## config.mk

```make
export PLATFORM = sky130hd
export DESIGN_NAME = oscc_top
export DESIGN_NICKNAME = d
export VERILOG_FILES = /design/src/rtl/oscc_top.v /design/src/rtl/oscc_count.v /design/src/rtl/oscc_axil.v
export VERILOG_INCLUDE_DIRS = /design/src /design/src/rtl
export SDC_FILE = /design/constraint.sdc
export NUM_CORES = 1
export LEC_CHECK = 0
export BUFFER_PORTS_ARGS = -buffer_cell sky130_fd_sc_hd__buf_2
export CORE_MARGIN = 3
export CORE_UTILIZATION = 49
export DETAILED_ROUTE_END_ITERATION = 6
export PLACE_DENSITY = 0.74
export SETUP_SLACK_MARGIN = 0.02
export SLEW_MARGIN = 20
export SYNTH_ARGS = -nofsm -noshare
export SYNTH_HDL_FRONTEND = slang
export SYNTH_HIERARCHICAL = 1
export SYNTH_SLANG_ARGS = --single-unit
export TNS_END_PERCENT = 10
```

## constraint.sdc

```tcl
create_clock -name aclk -period 3.45 [get_ports aclk]
set_input_delay 0.69 -clock aclk [delete_from_list [all_inputs] [get_ports aclk]]
set_output_delay 0.69 -clock aclk [all_outputs]
set_load 0.005 [all_outputs]
```

## src/rtl/oscc_regs.vh

```
// constants of the oscillator and clock control block
// Notes on behaviour
// - a 7-bit prescaler divides the main oscillator; taps at 2, 4, 64 and 128
// - 6-bit stabilisation counter on the divide-by-128 tap; overflow means ready
// - power-on or enable clear presets prescaler and counter to 0078 hex
// - selected system clock feeds all modules except the time base
// - select 00 main/2, 01 main/4, 10 main/64, 11 sub/2
// - reset selects main oscillator divided by two
// - sub-oscillator runs from power-up and is never stopped
// - main oscillator stops on stop instruction or enable bit clear
// - stop on main clock halts oscillator, clears 6-bit counter, prescaler kept
// - stop exit on main clock restarts oscillator, holds cpu until overflow
// - interrupt exit from stop keeps every register unchanged
// - stop on sub with enable halts main; wake restarts it, cpu runs on
// - sub selected, enable clear stops main and presets; set restarts, 8072 counts
// - sub selected, enable clear: wake from stop does not restart main oscillator
// - main ready cleared by power-on, enable clear and a stop that halts main, set on overflow only
// - sub ready cleared by power-on, set after 16264 time base clocks
// - any reset sets the main oscillator enable bit
`ifndef OSCC_REGS_VH
`define OSCC_REGS_VH
// ------------------------------------------------------------
// register map
// ------------------------------------------------------------
`define OSCC_ADDR_W        8
`define OSCC_OFF_CTRL      8'h00
`define OSCC_OFF_TBCTL     8'h04
// control register fields
`define OSCC_CTRL_MAIN_RDY 7
`define OSCC_CTRL_SUB_RDY  6
`define OSCC_CTRL_SEL_HI   3
`define OSCC_CTRL_SEL_LO   2
`define OSCC_CTRL_FOSC_EN  1
`define OSCC_TBCTL_SRC     0
// ------------------------------------------------------------
// reset and preset values
// ------------------------------------------------------------
`define OSCC_SEL_RESET     2'h0
`define OSCC_SEL_DIV2      2'h0
`define OSCC_SEL_DIV4      2'h1
`define OSCC_SEL_DIV64     2'h2
`define OSCC_SEL_SUB       2'h3
`define OSCC_PRE_W         7
`define OSCC_STAB_W        6
`define OSCC_TB_W          14
`define OSCC_PRE_PRESET    7'h78
`define OSCC_STAB_PRESET   6'h00
`define OSCC_TB_PRESET     14'h0078
// ------------------------------------------------------------
// stop sequencer states
// ------------------------------------------------------------
`define OSCC_ST_RUN        2'h0
`define OSCC_ST_STOP       2'h1
`define OSCC_ST_HOLD       2'h2
// axi response codes
`define OSCC_RESP_OKAY     2'h0
`define OSCC_RESP_SLVERR   2'h2
`endif

```

## src/rtl/oscc_top.v

```verilog
// oscillator prescaler, stabilisation, clock select and stop control
//
// Local design decisions: the address map and the AXI4-Lite register port.
`include "oscc_regs.vh"
module oscc_top #(
  parameter AW = `OSCC_ADDR_W
) (
  input  wire          aclk,
  input  wire          aresetn,
  input  wire          soft_reset,
  input  wire          main_osc_tick,
  input  wire          sub_osc_tick,
  input  wire          stop_req,
  input  wire          wake_irq,
  input  wire [AW-1:0] s_axil_awaddr,
  input  wire          s_axil_awvalid,
  output wire          s_axil_awready,
  input  wire [31:0]   s_axil_wdata,
  input  wire [3:0]    s_axil_wstrb,
  input  wire          s_axil_wvalid,
  output wire          s_axil_wready,
  output wire [1:0]    s_axil_bresp,
  output wire          s_axil_bvalid,
  input  wire          s_axil_bready,
  input  wire [AW-1:0] s_axil_araddr,
  input  wire          s_axil_arvalid,
  output wire          s_axil_arready,
  output wire [31:0]   s_axil_rdata,
  output wire [1:0]    s_axil_rresp,
  output wire          s_axil_rvalid,
  input  wire          s_axil_rready,
  output wire          main_osc_run,
  output wire          sys_clk_tick,
  output wire          timebase_tick,
  output wire          low_power,
  output wire          cpu_hold,
  output wire          por_hold
);
  // ------------------------------------------------------------
  // register index decode
  // ------------------------------------------------------------
  localparam [1:0] IDX_CTRL = 2'h0;
  localparam [1:0] IDX_TB   = 2'h1;
  localparam [1:0] IDX_NONE = 2'h3;

  function [1:0] reg_index;
    input [AW-1:0] addr;
    begin
      if (addr == `OSCC_OFF_CTRL)
        reg_index = IDX_CTRL;
      else if (addr == `OSCC_OFF_TBCTL)
        reg_index = IDX_TB;
      else
        reg_index = IDX_NONE;
    end
  endfunction

  // ------------------------------------------------------------
  // state
  // ------------------------------------------------------------
  reg  [1:0]  clock_select_q;
  reg         fast_osc_enable_q;
  reg         timebase_clock_source_q;
  reg         main_osc_ready_flag_q;
  reg         sub_osc_ready_flag_q;
  reg         osc_halt_q;
  reg         por_done_q;
  reg  [1:0]  state_q;
  reg         sub_half_q;

  wire        wr_fire;
  wire [AW-1:0] wr_addr;
  wire [31:0] wr_data;
  wire        wr_lane0;
  wire [AW-1:0] rd_addr;
  reg  [31:0] rd_data;
  wire [1:0]  wr_idx;
  wire [1:0]  rd_idx;

  wire [`OSCC_PRE_W-1:0]  pre_val;
  wire [`OSCC_STAB_W-1:0] stab_val;
  wire [`OSCC_TB_W-1:0]   tb_val;
  wire        pre_carry;
  wire        stab_carry;
  wire        tb_carry;
  wire        main_tick_en;
  wire        div2_tick;
  wire        div4_tick;
  wire        div64_tick;
  wire        sub_div2_tick;
  wire        ctrl_wr;
  wire        en_clear;
  wire        stop_take;
  wire        stop_halts;
  wire        wake;
  wire        sel_main;
  reg         sys_tick_raw;

  assign wr_idx = reg_index(wr_addr);
  assign rd_idx = reg_index(rd_addr);
  assign ctrl_wr = wr_fire & wr_lane0 & (wr_idx == IDX_CTRL);
  // enable bit written from one to zero by software
  assign en_clear = ctrl_wr & fast_osc_enable_q & ~wr_data[`OSCC_CTRL_FOSC_EN] & ~soft_reset;
  assign sel_main = (clock_select_q != `OSCC_SEL_SUB);
  assign stop_take = stop_req & (state_q == `OSCC_ST_RUN) & ~soft_reset;
  // stop halts the oscillator unless it is already off by the enable bit
  assign stop_halts = stop_take & fast_osc_enable_q;
  assign wake = (wake_irq | soft_reset) & (state_q == `OSCC_ST_STOP);

  // ------------------------------------------------------------
  // prescaler and stabilisation counter
  // ------------------------------------------------------------
  // main oscillator runs only while enabled and not halted by stop
  assign main_osc_run = fast_osc_enable_q & ~osc_halt_q;
  assign main_tick_en = main_osc_run & main_osc_tick;

  // 7-bit prescaler; taps at 2, 4, 64, carry at 128
  oscc_count #(
    .W      (`OSCC_PRE_W),
    .PRESET (`OSCC_PRE_PRESET)
  ) u_pre (
    .aclk    (aclk),
    .aresetn (aresetn),
    .preset  (en_clear),
    .clear   (1'b0),       // prescaler kept through stop
    .inc     (main_tick_en),
    .value_q (pre_val),
    .carry   (pre_carry)
  );

  assign div2_tick  = main_tick_en & pre_val[0];
  assign div4_tick  = main_tick_en & (&pre_val[1:0]);
  assign div64_tick = main_tick_en & (&pre_val[5:0]);

  // 6-bit stabilisation counter on the divide-by-128 carry
  oscc_count #(
    .W      (`OSCC_STAB_W),
    .PRESET (`OSCC_STAB_PRESET)
  ) u_stab (
    .aclk    (aclk),
    .aresetn (aresetn),
    .preset  (en_clear),
    .clear   (stop_halts),
    .inc     (pre_carry),
    .value_q (stab_val),
    .carry   (stab_carry)
  );

  // ------------------------------------------------------------
  // time base counter for sub-oscillator readiness
  // ------------------------------------------------------------
  // source bit chooses main divide-by-128 or the free-running sub clock
  assign timebase_tick = timebase_clock_source_q ? pre_carry : sub_osc_tick;

  oscc_count #(
    .W      (`OSCC_TB_W),
    .PRESET (`OSCC_TB_PRESET)
  ) u_tb (
    .aclk    (aclk),
    .aresetn (aresetn),
    .preset  (1'b0),
    .clear   (1'b0),
    .inc     (timebase_tick),
    .value_q (tb_val),
    .carry   (tb_carry)
  );

  // ------------------------------------------------------------
  // system clock selection
  // ------------------------------------------------------------
  // sub-oscillator divided by two
  always @(posedge aclk)
  begin
    if (!aresetn)
      sub_half_q <= 1'b0;
    else if (sub_osc_tick)
      sub_half_q <= ~sub_half_q; // never gated
  end
  assign sub_div2_tick = sub_osc_tick & sub_half_q;

  // select decode of the four sources
  always @*
  begin
    case (clock_select_q)
      `OSCC_SEL_DIV2:  sys_tick_raw = div2_tick;
      `OSCC_SEL_DIV4:  sys_tick_raw = div4_tick;
      `OSCC_SEL_DIV64: sys_tick_raw = div64_tick;
      default:         sys_tick_raw = sub_div2_tick;
    endcase
  end
  // modules halt during stop and while waiting for stabilisation
  assign sys_clk_tick = sys_tick_raw & (state_q == `OSCC_ST_RUN) & por_done_q;

  // ------------------------------------------------------------
  // control and flag registers
  // ------------------------------------------------------------
  // soft reset is an ordinary reset; ready flags survive it
  always @(posedge aclk)
  begin
    if (!aresetn)
    begin
      clock_select_q          <= `OSCC_SEL_RESET;
      fast_osc_enable_q       <= 1'b1;
      timebase_clock_source_q <= 1'b0;
    end
    else if (soft_reset)
    begin
      clock_select_q          <= `OSCC_SEL_RESET;
      fast_osc_enable_q       <= 1'b1;
      timebase_clock_source_q <= 1'b0;
    end
    else if (wr_fire && wr_lane0)
    begin
      // stop changes none of these control registers, so their values hold through an interrupt wake; a reset wake reloads them
      if (wr_idx == IDX_CTRL)
      begin
        clock_select_q    <= wr_data[`OSCC_CTRL_SEL_HI:`OSCC_CTRL_SEL_LO];
        fast_osc_enable_q <= wr_data[`OSCC_CTRL_FOSC_EN];
      end
      if (wr_idx == IDX_TB)
        timebase_clock_source_q <= wr_data[`OSCC_TBCTL_SRC];
    end
  end

  // ready flags: overflow sets, and a set wins over a clear
  always @(posedge aclk)
  begin
    if (!aresetn)
    begin
      main_osc_ready_flag_q <= 1'b0;
      sub_osc_ready_flag_q  <= 1'b0;
      por_done_q            <= 1'b0;
    end
    else
    begin
      if (stab_carry)
        main_osc_ready_flag_q <= 1'b1;
      else if (en_clear || stop_halts)
        main_osc_ready_flag_q <= 1'b0;
      if (tb_carry)
        sub_osc_ready_flag_q <= 1'b1;
      if (stab_carry)
        por_done_q <= 1'b1;
    end
  end

  // ------------------------------------------------------------
  // stop sequencer
  // ------------------------------------------------------------
  always @(posedge aclk)
  begin
    if (!aresetn)
    begin
      state_q    <= `OSCC_ST_RUN;
      osc_halt_q <= 1'b0;
    end
    else
    begin
      case (state_q)
        `OSCC_ST_RUN:
        begin
          if (stop_take)
          begin
            state_q    <= `OSCC_ST_STOP;
            osc_halt_q <= fast_osc_enable_q;
          end
        end
        `OSCC_ST_STOP:
        begin
          if (wake)
          begin
            // reset wake forces the main source, which needs stabilising
            if (sel_main || soft_reset)
            begin
              osc_halt_q <= 1'b0;
              state_q    <= `OSCC_ST_HOLD;
            end
            else
            begin
              osc_halt_q <= 1'b0;          // off anyway if enable clear
              state_q    <= `OSCC_ST_RUN;
            end
          end
        end
        `OSCC_ST_HOLD:
        begin
          if (stab_carry || (main_osc_ready_flag_q && !fast_osc_enable_q))
            state_q <= `OSCC_ST_RUN;
        end
        default:
          state_q <= `OSCC_ST_RUN;
      endcase
    end
  end

  assign low_power = (state_q == `OSCC_ST_STOP);
  assign cpu_hold  = (state_q != `OSCC_ST_RUN) | ~por_done_q;
  assign por_hold  = ~por_done_q;

  // ------------------------------------------------------------
  // bus slave and read mux
  // ------------------------------------------------------------
  always @*
  begin
    rd_data = 32'h00000000;
    case (rd_idx)
      IDX_CTRL:
      begin
        rd_data[`OSCC_CTRL_MAIN_RDY] = main_osc_ready_flag_q;
        rd_data[`OSCC_CTRL_SUB_RDY]  = sub_osc_ready_flag_q;
        rd_data[`OSCC_CTRL_SEL_HI:`OSCC_CTRL_SEL_LO] = clock_select_q;
        rd_data[`OSCC_CTRL_FOSC_EN]  = fast_osc_enable_q;
      end
      IDX_TB:
        rd_data[`OSCC_TBCTL_SRC] = timebase_clock_source_q;
      default:
        rd_data = 32'h00000000;
    endcase
  end

  oscc_axil #(
    .AW (AW)
  ) u_bus (
    .aclk       (aclk),
    .aresetn    (aresetn),
    .awaddr     (s_axil_awaddr),
    .awvalid    (s_axil_awvalid),
    .awready    (s_axil_awready),
    .wdata      (s_axil_wdata),
    .wstrb      (s_axil_wstrb),
    .wvalid     (s_axil_wvalid),
    .wready     (s_axil_wready),
    .bresp      (s_axil_bresp),
    .bvalid     (s_axil_bvalid),
    .bready     (s_axil_bready),
    .araddr     (s_axil_araddr),
    .arvalid    (s_axil_arvalid),
    .arready    (s_axil_arready),
    .rdata      (s_axil_rdata),
    .rresp      (s_axil_rresp),
    .rvalid     (s_axil_rvalid),
    .rready     (s_axil_rready),
    .wr_fire    (wr_fire),
    .wr_addr_q  (wr_addr),
    .wr_data_q  (wr_data),
    .wr_lane0_q (wr_lane0),
    .wr_ok      (wr_idx != IDX_NONE),
    .rd_addr    (rd_addr),
    .rd_data    (rd_data),
    .rd_ok      (rd_idx != IDX_NONE)
  );
endmodule // oscc_top

```

## src/rtl/oscc_count.v

```verilog
// presettable up-counter with carry out
module oscc_count #(
  parameter           W      = 7,
  parameter [W-1:0]   PRESET = {W{1'b0}}
) (
  input  wire         aclk,
  input  wire         aresetn,
  input  wire         preset,
  input  wire         clear,
  input  wire         inc,
  output reg  [W-1:0] value_q,
  output wire         carry
);
  // carry when the counter wraps on this increment
  assign carry = inc & (&value_q) & ~preset & ~clear;

  // power-on reset loads the preset value
  always @(posedge aclk)
  begin
    if (!aresetn)
      value_q <= PRESET;
    else if (preset)
      value_q <= PRESET;
    else if (clear)
      value_q <= {W{1'b0}};
    else if (inc)
      value_q <= value_q + {{(W-1){1'b0}}, 1'b1};
  end
endmodule // oscc_count

```

## src/rtl/oscc_axil.v

```verilog
// axi4-lite slave front end for the clock control registers
`include "oscc_regs.vh"
module oscc_axil #(
  parameter AW = 8
) (
  input  wire          aclk,
  input  wire          aresetn,
  input  wire [AW-1:0] awaddr,
  input  wire          awvalid,
  output wire          awready,
  input  wire [31:0]   wdata,
  input  wire [3:0]    wstrb,
  input  wire          wvalid,
  output wire          wready,
  output reg  [1:0]    bresp,
  output reg           bvalid,
  input  wire          bready,
  input  wire [AW-1:0] araddr,
  input  wire          arvalid,
  output wire          arready,
  output reg  [31:0]   rdata,
  output reg  [1:0]    rresp,
  output reg           rvalid,
  input  wire          rready,
  output wire          wr_fire,
  output reg  [AW-1:0] wr_addr_q,
  output reg  [31:0]   wr_data_q,
  output reg           wr_lane0_q,
  input  wire          wr_ok,
  output wire [AW-1:0] rd_addr,
  input  wire [31:0]   rd_data,
  input  wire          rd_ok
);
  reg aw_got_q;
  reg w_got_q;

  // each channel is taken once until the response is accepted
  assign awready = ~aw_got_q & ~bvalid;
  assign wready  = ~w_got_q & ~bvalid;
  assign wr_fire = aw_got_q & w_got_q & ~bvalid;
  assign arready = ~rvalid;
  assign rd_addr = araddr;

  // write address, data and response
  always @(posedge aclk)
  begin
    if (!aresetn)
    begin
      aw_got_q   <= 1'b0;
      w_got_q    <= 1'b0;
      wr_addr_q  <= {AW{1'b0}};
      wr_data_q  <= 32'h00000000;
      wr_lane0_q <= 1'b0;
      bvalid     <= 1'b0;
      bresp      <= `OSCC_RESP_OKAY;
    end
    else
    begin
      if (awvalid && awready)
      begin
        aw_got_q  <= 1'b1;
        wr_addr_q <= awaddr;
      end
      if (wvalid && wready)
      begin
        w_got_q    <= 1'b1;
        wr_data_q  <= wdata;
        wr_lane0_q <= wstrb[0];
      end
      if (wr_fire)
      begin
        aw_got_q <= 1'b0;
        w_got_q  <= 1'b0;
        bvalid   <= 1'b1;
        bresp    <= wr_ok ? `OSCC_RESP_OKAY : `OSCC_RESP_SLVERR;
      end
      else if (bvalid && bready)
        bvalid <= 1'b0;
    end
  end

  // read channel answers one cycle after the address is taken
  always @(posedge aclk)
  begin
    if (!aresetn)
    begin
      rvalid <= 1'b0;
      rdata  <= 32'h00000000;
      rresp  <= `OSCC_RESP_OKAY;
    end
    else if (arvalid && arready)
    begin
      rvalid <= 1'b1;
      rdata  <= rd_data;
      rresp  <= rd_ok ? `OSCC_RESP_OKAY : `OSCC_RESP_SLVERR;
    end
    else if (rvalid && rready)
      rvalid <= 1'b0;
  end
endmodule // oscc_axil

```

==> results of run 1 <==
==> worst paths after layout <==
| check | startpoint | to | cells past startpoint |
|---|---|---|---|
| max | u_bus/wr_addr_q[5] | timebase_tick | 7 |
| max reg2reg | u_bus/wr_addr_q[5] | sub_osc_ready_flag_q | 10 |
| min reg2reg | u_bus/rdata[14] | u_bus/rdata[14] | 2 |
| min | u_bus/rdata[14] | u_bus/rdata[14] | 2 |
==> critical path: stages, from the launching register on <==
cell,delay (ns)
dfxtp_1,0.33
or4_1,0.68
nor4_2,0.39
nor2_1,0.07
nand2_1,0.07
nor3_1,0.05
mux2_2,0.36
buf_2,0.16
==> placed cells by master (no fill, tap or decap), drive strengths merged, types with 6 or more instances in the layout <==
| cell type | instances |
|---|---|
| nor2b | 8 |
| clkbuf | 9 |
| nand2b | 7 |
| conb | 34 |
| nand2 | 101 |
| nand4 | 13 |
| xor2 | 10 |
| ha | 7 |
| a21oi | 10 |
| inv | 8 |
| buf | 83 |
| nor4 | 10 |
| or4 | 9 |
| mux2i | 6 |
| dfxtp | 89 |
| o21a | 8 |
| nand3 | 24 |
| o21ai | 23 |
| nor3 | 7 |
| a21boi | 34 |
| nor2 | 19 |
==> state kept, by name, indices dropped and copies added, names as in the netlist, 2 cells and up <==
name	flops
clock_select_q	2
state_q	2
u_bus/rdata	32
u_bus/wr_addr_q	8
u_bus/wr_data_q	4
u_pre/value_q	7
u_stab/value_q	6
u_tb/value_q	14
==> power by group through the flow <==
stage                     logic [uW]  clock network [uW]  registers (uW)
final                            212                 706            1110
after global routing             242                 770            1110
after CTS                        210                 729            1110
after detailed placement         210                   0            1130
after global placement           204                   0            1130
after floorplan                  162                   0            1120
==> layout make-up <==
type | count | area (um2)
clock buffer | 9 | 124
clock inverter | 6 | 68.8
fill | 719 | 3210
inverter | 7 | 26.3
multi-input combinational | 373 | 2160
sequential | 89 | 1780
tap | 102 | 128
timing repair buffer | 83 | 430
==> metrics by stage <==
step	instance area (um2)	setup WS [ns]	instances
floorplan	4210	0.445	510
global placement	4520	0.456	654
detailed placement	4520	0.460	654
CTS	4710	0.197	669
global route	4720	0.160	669
finish	4720	0.302	669
==> layer usage <==
layer	vias up	GRT usage, %	wire, um
met5	-	0	0
met4	0	6.50	116
met3	9	3.80	339
met2	69	31.2	3990
met1	1539	23.2	3900
li1	1770	-	-
==> timing repair <==
item / in CTS / in global routing
endpoints found under the hold margin: 0 / 0
gates resized for setup: 0 / 1
endpoints found under the setup margin: 0 / 1
==> run_results.csv, run 1 <==
group,metric,value,unit
timing,holdWs,0.461,ns
global_routing,grt_max_degree,37,
power_and_ir_drop,intPower,1490,uW
synth,syn_avg_cell_area,8.56,um2
timing,finalHoldViolations,0,
global_routing,grtUsageTotal,18.4,%
power_and_ir_drop,ir_drop,0.341,mV
clock_tree,cts_tree,"done",
routing,drt_first_pass_iters,4,
routing,vias,3387,
clock_tree,cts_buffer_depth,2,
cells_and_area,final_net_count,634,
global_routing,grt_pass1_vias,3228,
routing,drtAntennaViolNets,0,
timing,tightest_slew,0.836,ns
timing,rsz0062_at_grt,"no",
cells_and_area,post-route-util,59.5,%
die,start_util,51.6,%
worst_setup_path,arrival,2.46,ns
min_path,hold_class,"flop to flop",
power_and_ir_drop,switchingPower,528,uW
timing,finalMaxSlewViolations,0,
clock_tree,clk_pin_slew,0.09,ns
routing,routed_wirelength,8340,um
synth,yosys_warnings,6,
timing,skew,0.00963,ns
cells_and_area,drive_above_1_share,20.8,%
die,rows,32,
run,cap_violations,0,
cells_and_area,num_antenna_cells,0,
synth,post_synth_inst_count,478,
power_and_ir_drop,power,2020,uW
global_routing,grt_overflow,0,
power_and_ir_drop,power_density,429,mW/mm2
routing,viasPerCell,5.06,
power_and_ir_drop,p_leak,0.00197,uW
worst_setup_path,required,2.76,ns
timing,finalCritPeriodShare,91.2,%
routing,drc,0,
synth,synth_area,0.00409,mm2
clock_tree,htreeDepth,3,
die,core,0.00793,mm2
placement,dp_hpwl,6060,um
outcome,status,"finished clean",
die,die_h,97.4,um
die,die_x,97.4,um
worst_setup_path,cp-end-kind,"output port",
clock_tree,clock-sinks,89,
clock_tree,cts_buffers,9,
die,ios,111,
placement,port_buffers,77,
clock_tree,cts_setup_buffers,0,
worst_setup_path,cp-start-kind,"flop",
die,die_area,0.00949,mm2
cells_and_area,area_growth,15.3,%
timing,slew_headroom,44.0,%
power_and_ir_drop,p_seq_share,54.6,%
worst_setup_path,criticalPathCategory,"flop to output port",
routing,routedWlPerCell,12.5,um
power_and_ir_drop,switching_share,26.1,%
power_and_ir_drop,pwr-share-clk,34.9,%
global_routing,antenna_found_initial,0,
power_and_ir_drop,pwr-share-comb,10.5,%
timing,fmax,318,MHz
placement,place_congestion,0.772,
clock_tree,cts_hold_buf,0,
timing,min_period,3.15,ns
global_routing,grt_first_pass_wirelength,14700,um
worst_setup_path,r2r_slack,0.71,ns
routing,drtIter0Drc,131,
clock_tree,root_buffer,"clkbuf_8",
worst_setup_path,crit_fanout,8,
timing,timing.setup.tns,0,ns
timing,setup_viol,0,
clock_tree,clock_latency,0.35,ns
Note: power is estimated with default switching activity, not from simulation.
==> run 2, diff against run 1 <==
- BUFFER_PORTS_ARGS: -buffer_cell sky130_fd_sc_hd__buf_2 -> not set
- DONT_BUFFER_PORTS: not set -> 1
- PLACE_DENSITY: 0.74 -> 0.65
==> run 2 against run 1 <==
Compared with the run above:
- total power up 0.38%
- first-iteration DRC count decreased by 20%
- final area is 7.8% lower
- clock-buffer cell count did not move
- routed wire length fell by 5.3%
- non-clock buffer count is 77 lower
- global-route usage decreased by 1.4 points
- maximum frequency is 2.8% lower
- register-to-register slack lost 0.07 ns
- critical path depth stayed put
- critical endpoint unchanged
==> run_results.csv, run 2 (same netlist as run 1, synthesis figures left out) <==
group,metric,value,unit
die,die_x,97.4,um
clock_tree,cts_tree,"done",
run,cap_violations,0,
placement,dpl.cell_count,577,
clock_tree,cts_buffer_depth,2,
placement,port_buffers,0,
worst_setup_path,required,2.76,ns
worst_setup_path,criticalPathCategory,"flop to output port",
die,rows,32,
timing,fmax,309,MHz
cells_and_area,top_register,"u_bus/rdata",
worst_setup_path,reg2reg_from,"u_bus/wr_addr_q[5]",
cells_and_area,num_antenna_cells,0,
timing,setup_viol,0,
routing,drt_first_pass_iters,4,
clock_tree,cts_resized,0,
worst_setup_path,crit_end,"timebase_tick",
timing,timing.setup.tns,0,ns
power_and_ir_drop,ir_drop,0.293,mV
cells_and_area,area_growth,6.23,%
worst_setup_path,cp-start-kind,"flop",
global_routing,grtUsageTotal,17.0,%
timing,finalMaxSlewViolations,0,
clock_tree,htreeDepth,3,
worst_setup_path,cp-end-kind,"output port",
clock_tree,cts_hold_buf,0,
power_and_ir_drop,power,2030,uW
cells_and_area,multi_input_area,0.00215,mm2
placement,dp_hpwl,5590,um
global_routing,antenna_found_initial,0,
routing,viasPerCell,5.25,
cells_and_area,post-route-util,54.9,%
routing,drtAntennaViolNets,0,
routing,drtIter0Drc,105,
power_and_ir_drop,power_density,467,mW/mm2
min_path,hold_class,"input pin to flop",
cells_and_area,largest_reg_flops,32,
clock_tree,clk_pin_slew,0.09,ns
clock_tree,clock_latency,0.35,ns
outcome,status,"finished clean",
timing,rsz0062_at_grt,"no",
placement,place_congestion,0.784,
worst_setup_path,reg2reg_to,"sub_osc_ready_flag_q",
cells_and_area,final_net_count,557,
worst_setup_path,startpoint,"u_bus/wr_addr_q[5]",
die,core,0.00793,mm2
clock_tree,cts_setup_buffers,0,
worst_setup_path,r2r_cells,10,
die,die_area,0.00949,mm2
cells_and_area,final_common_cell,"nand2_1",
cells_and_area,drive_above_1_share,8.16,%
cells_and_area,fill_cells,758,
routing,routed_wirelength,7900,um
cells_and_area,seq_area,0.00178,mm2
clock_tree,cts_buffers,9,
timing,finalCritPeriodShare,93.9,%
timing,tightest_slew,0.841,ns
worst_setup_path,arrival,2.55,ns
timing,slew_headroom,43.7,%
global_routing,grt_pass1_vias,2915,
power_and_ir_drop,p_leak,0.00164,uW
routing,vias,3106,
cells_and_area,largestRegisters,"u_bus/rdata (32), u_tb/value_q (14), u_bus/wr_addr_q (8)",
timing,min_period,3.24,ns
die,start_util,51.6,%
routing,routedWlPerCell,13.3,um
clock_tree,clock-sinks,89,
timing,finalHoldViolations,0,
global_routing,grt_first_pass_wirelength,13300,um
global_routing,grt_overflow,0,
global_routing,grt_max_degree,80,
timing,skew,0.0163,ns
die,ios,111,
die,die_h,97.4,um
worst_setup_path,crit_fanout,7,
clock_tree,root_buffer,"clkbuf_8",
cells_and_area,layout_common_cells,"nand2_1 (101), dfxtp_1 (89), a21boi_0 (34), conb_1 (34), nand3_1 (24)",
worst_setup_path,r2r_slack,0.64,ns
cells_and_area,final_cells,592,
routing,drc,0,
## run 2: changes by cell type in the layout (fill, tap and decap cells not counted)
cell       change
clkinv_4       -2
bufinv_16      +1
buf_2         -77
nor4_1         +1
nor4_2         -1
inv_6          +1
## run 2: per-layer routing
metal	up-vias	global-route usage (%)	share of wire (%)
met5	-	0	0
met4	0	7.03	1.2
met3	7	4.88	5.4
met2	60	27.9	47
met1	1422	20.9	47
li1	1617	-	-
## run 2: final cells by class
cell class	count	share of cell area [%]
timing repair buffer	6	1.04
clock inverter	6	2.07
sequential	89	41.0
inverter	7	0.604
multi-input combinational	373	49.5
clock buffer	9	2.85
tap	102	2.93
## run 2: worst min path at each step
stage	endpoint	startpoint	depth (start not counted)
3_5_place_dp	u_bus/wr_data_q[3]	u_bus/wr_data_q[3]	2
4_1_cts	state_q[0]	wake_irq	1
5_1_grt	state_q[0]	wake_irq	1
3_3_place_gp	osc_halt_q	osc_halt_q	2
6_report	state_q[0]	wake_irq	1
2_1_floorplan	sub_osc_ready_flag_q	sub_osc_ready_flag_q	1
## run 2: report_power, final
group	internal, uW	switching (uW)
sequential	1070	38.8
combinational	58.8	91.1
clock	408	362
total	1540	492
## run 2: metrics by stage
stage               setup WS [ns]  hold slack (ns)  instance area (um2)
floorplan                   0.445            0.432                 4210
global placement            0.566            0.450                 4130
detailed placement          0.566            0.455                 4130
CTS                         0.186            0.431                 4350
global route               0.0506            0.436                 4350
finish                      0.210            0.452                 4350
## run 2: critical path, cell delays in order, from the launching register on
cell and delay [ns]:
dfxtp_1 0.33, or4_1 0.66, nor4_1 0.47, nor2_1 0.07
nand2_1 0.07, nor3_1 0.05, mux2_2 0.36, buf_4 0.18
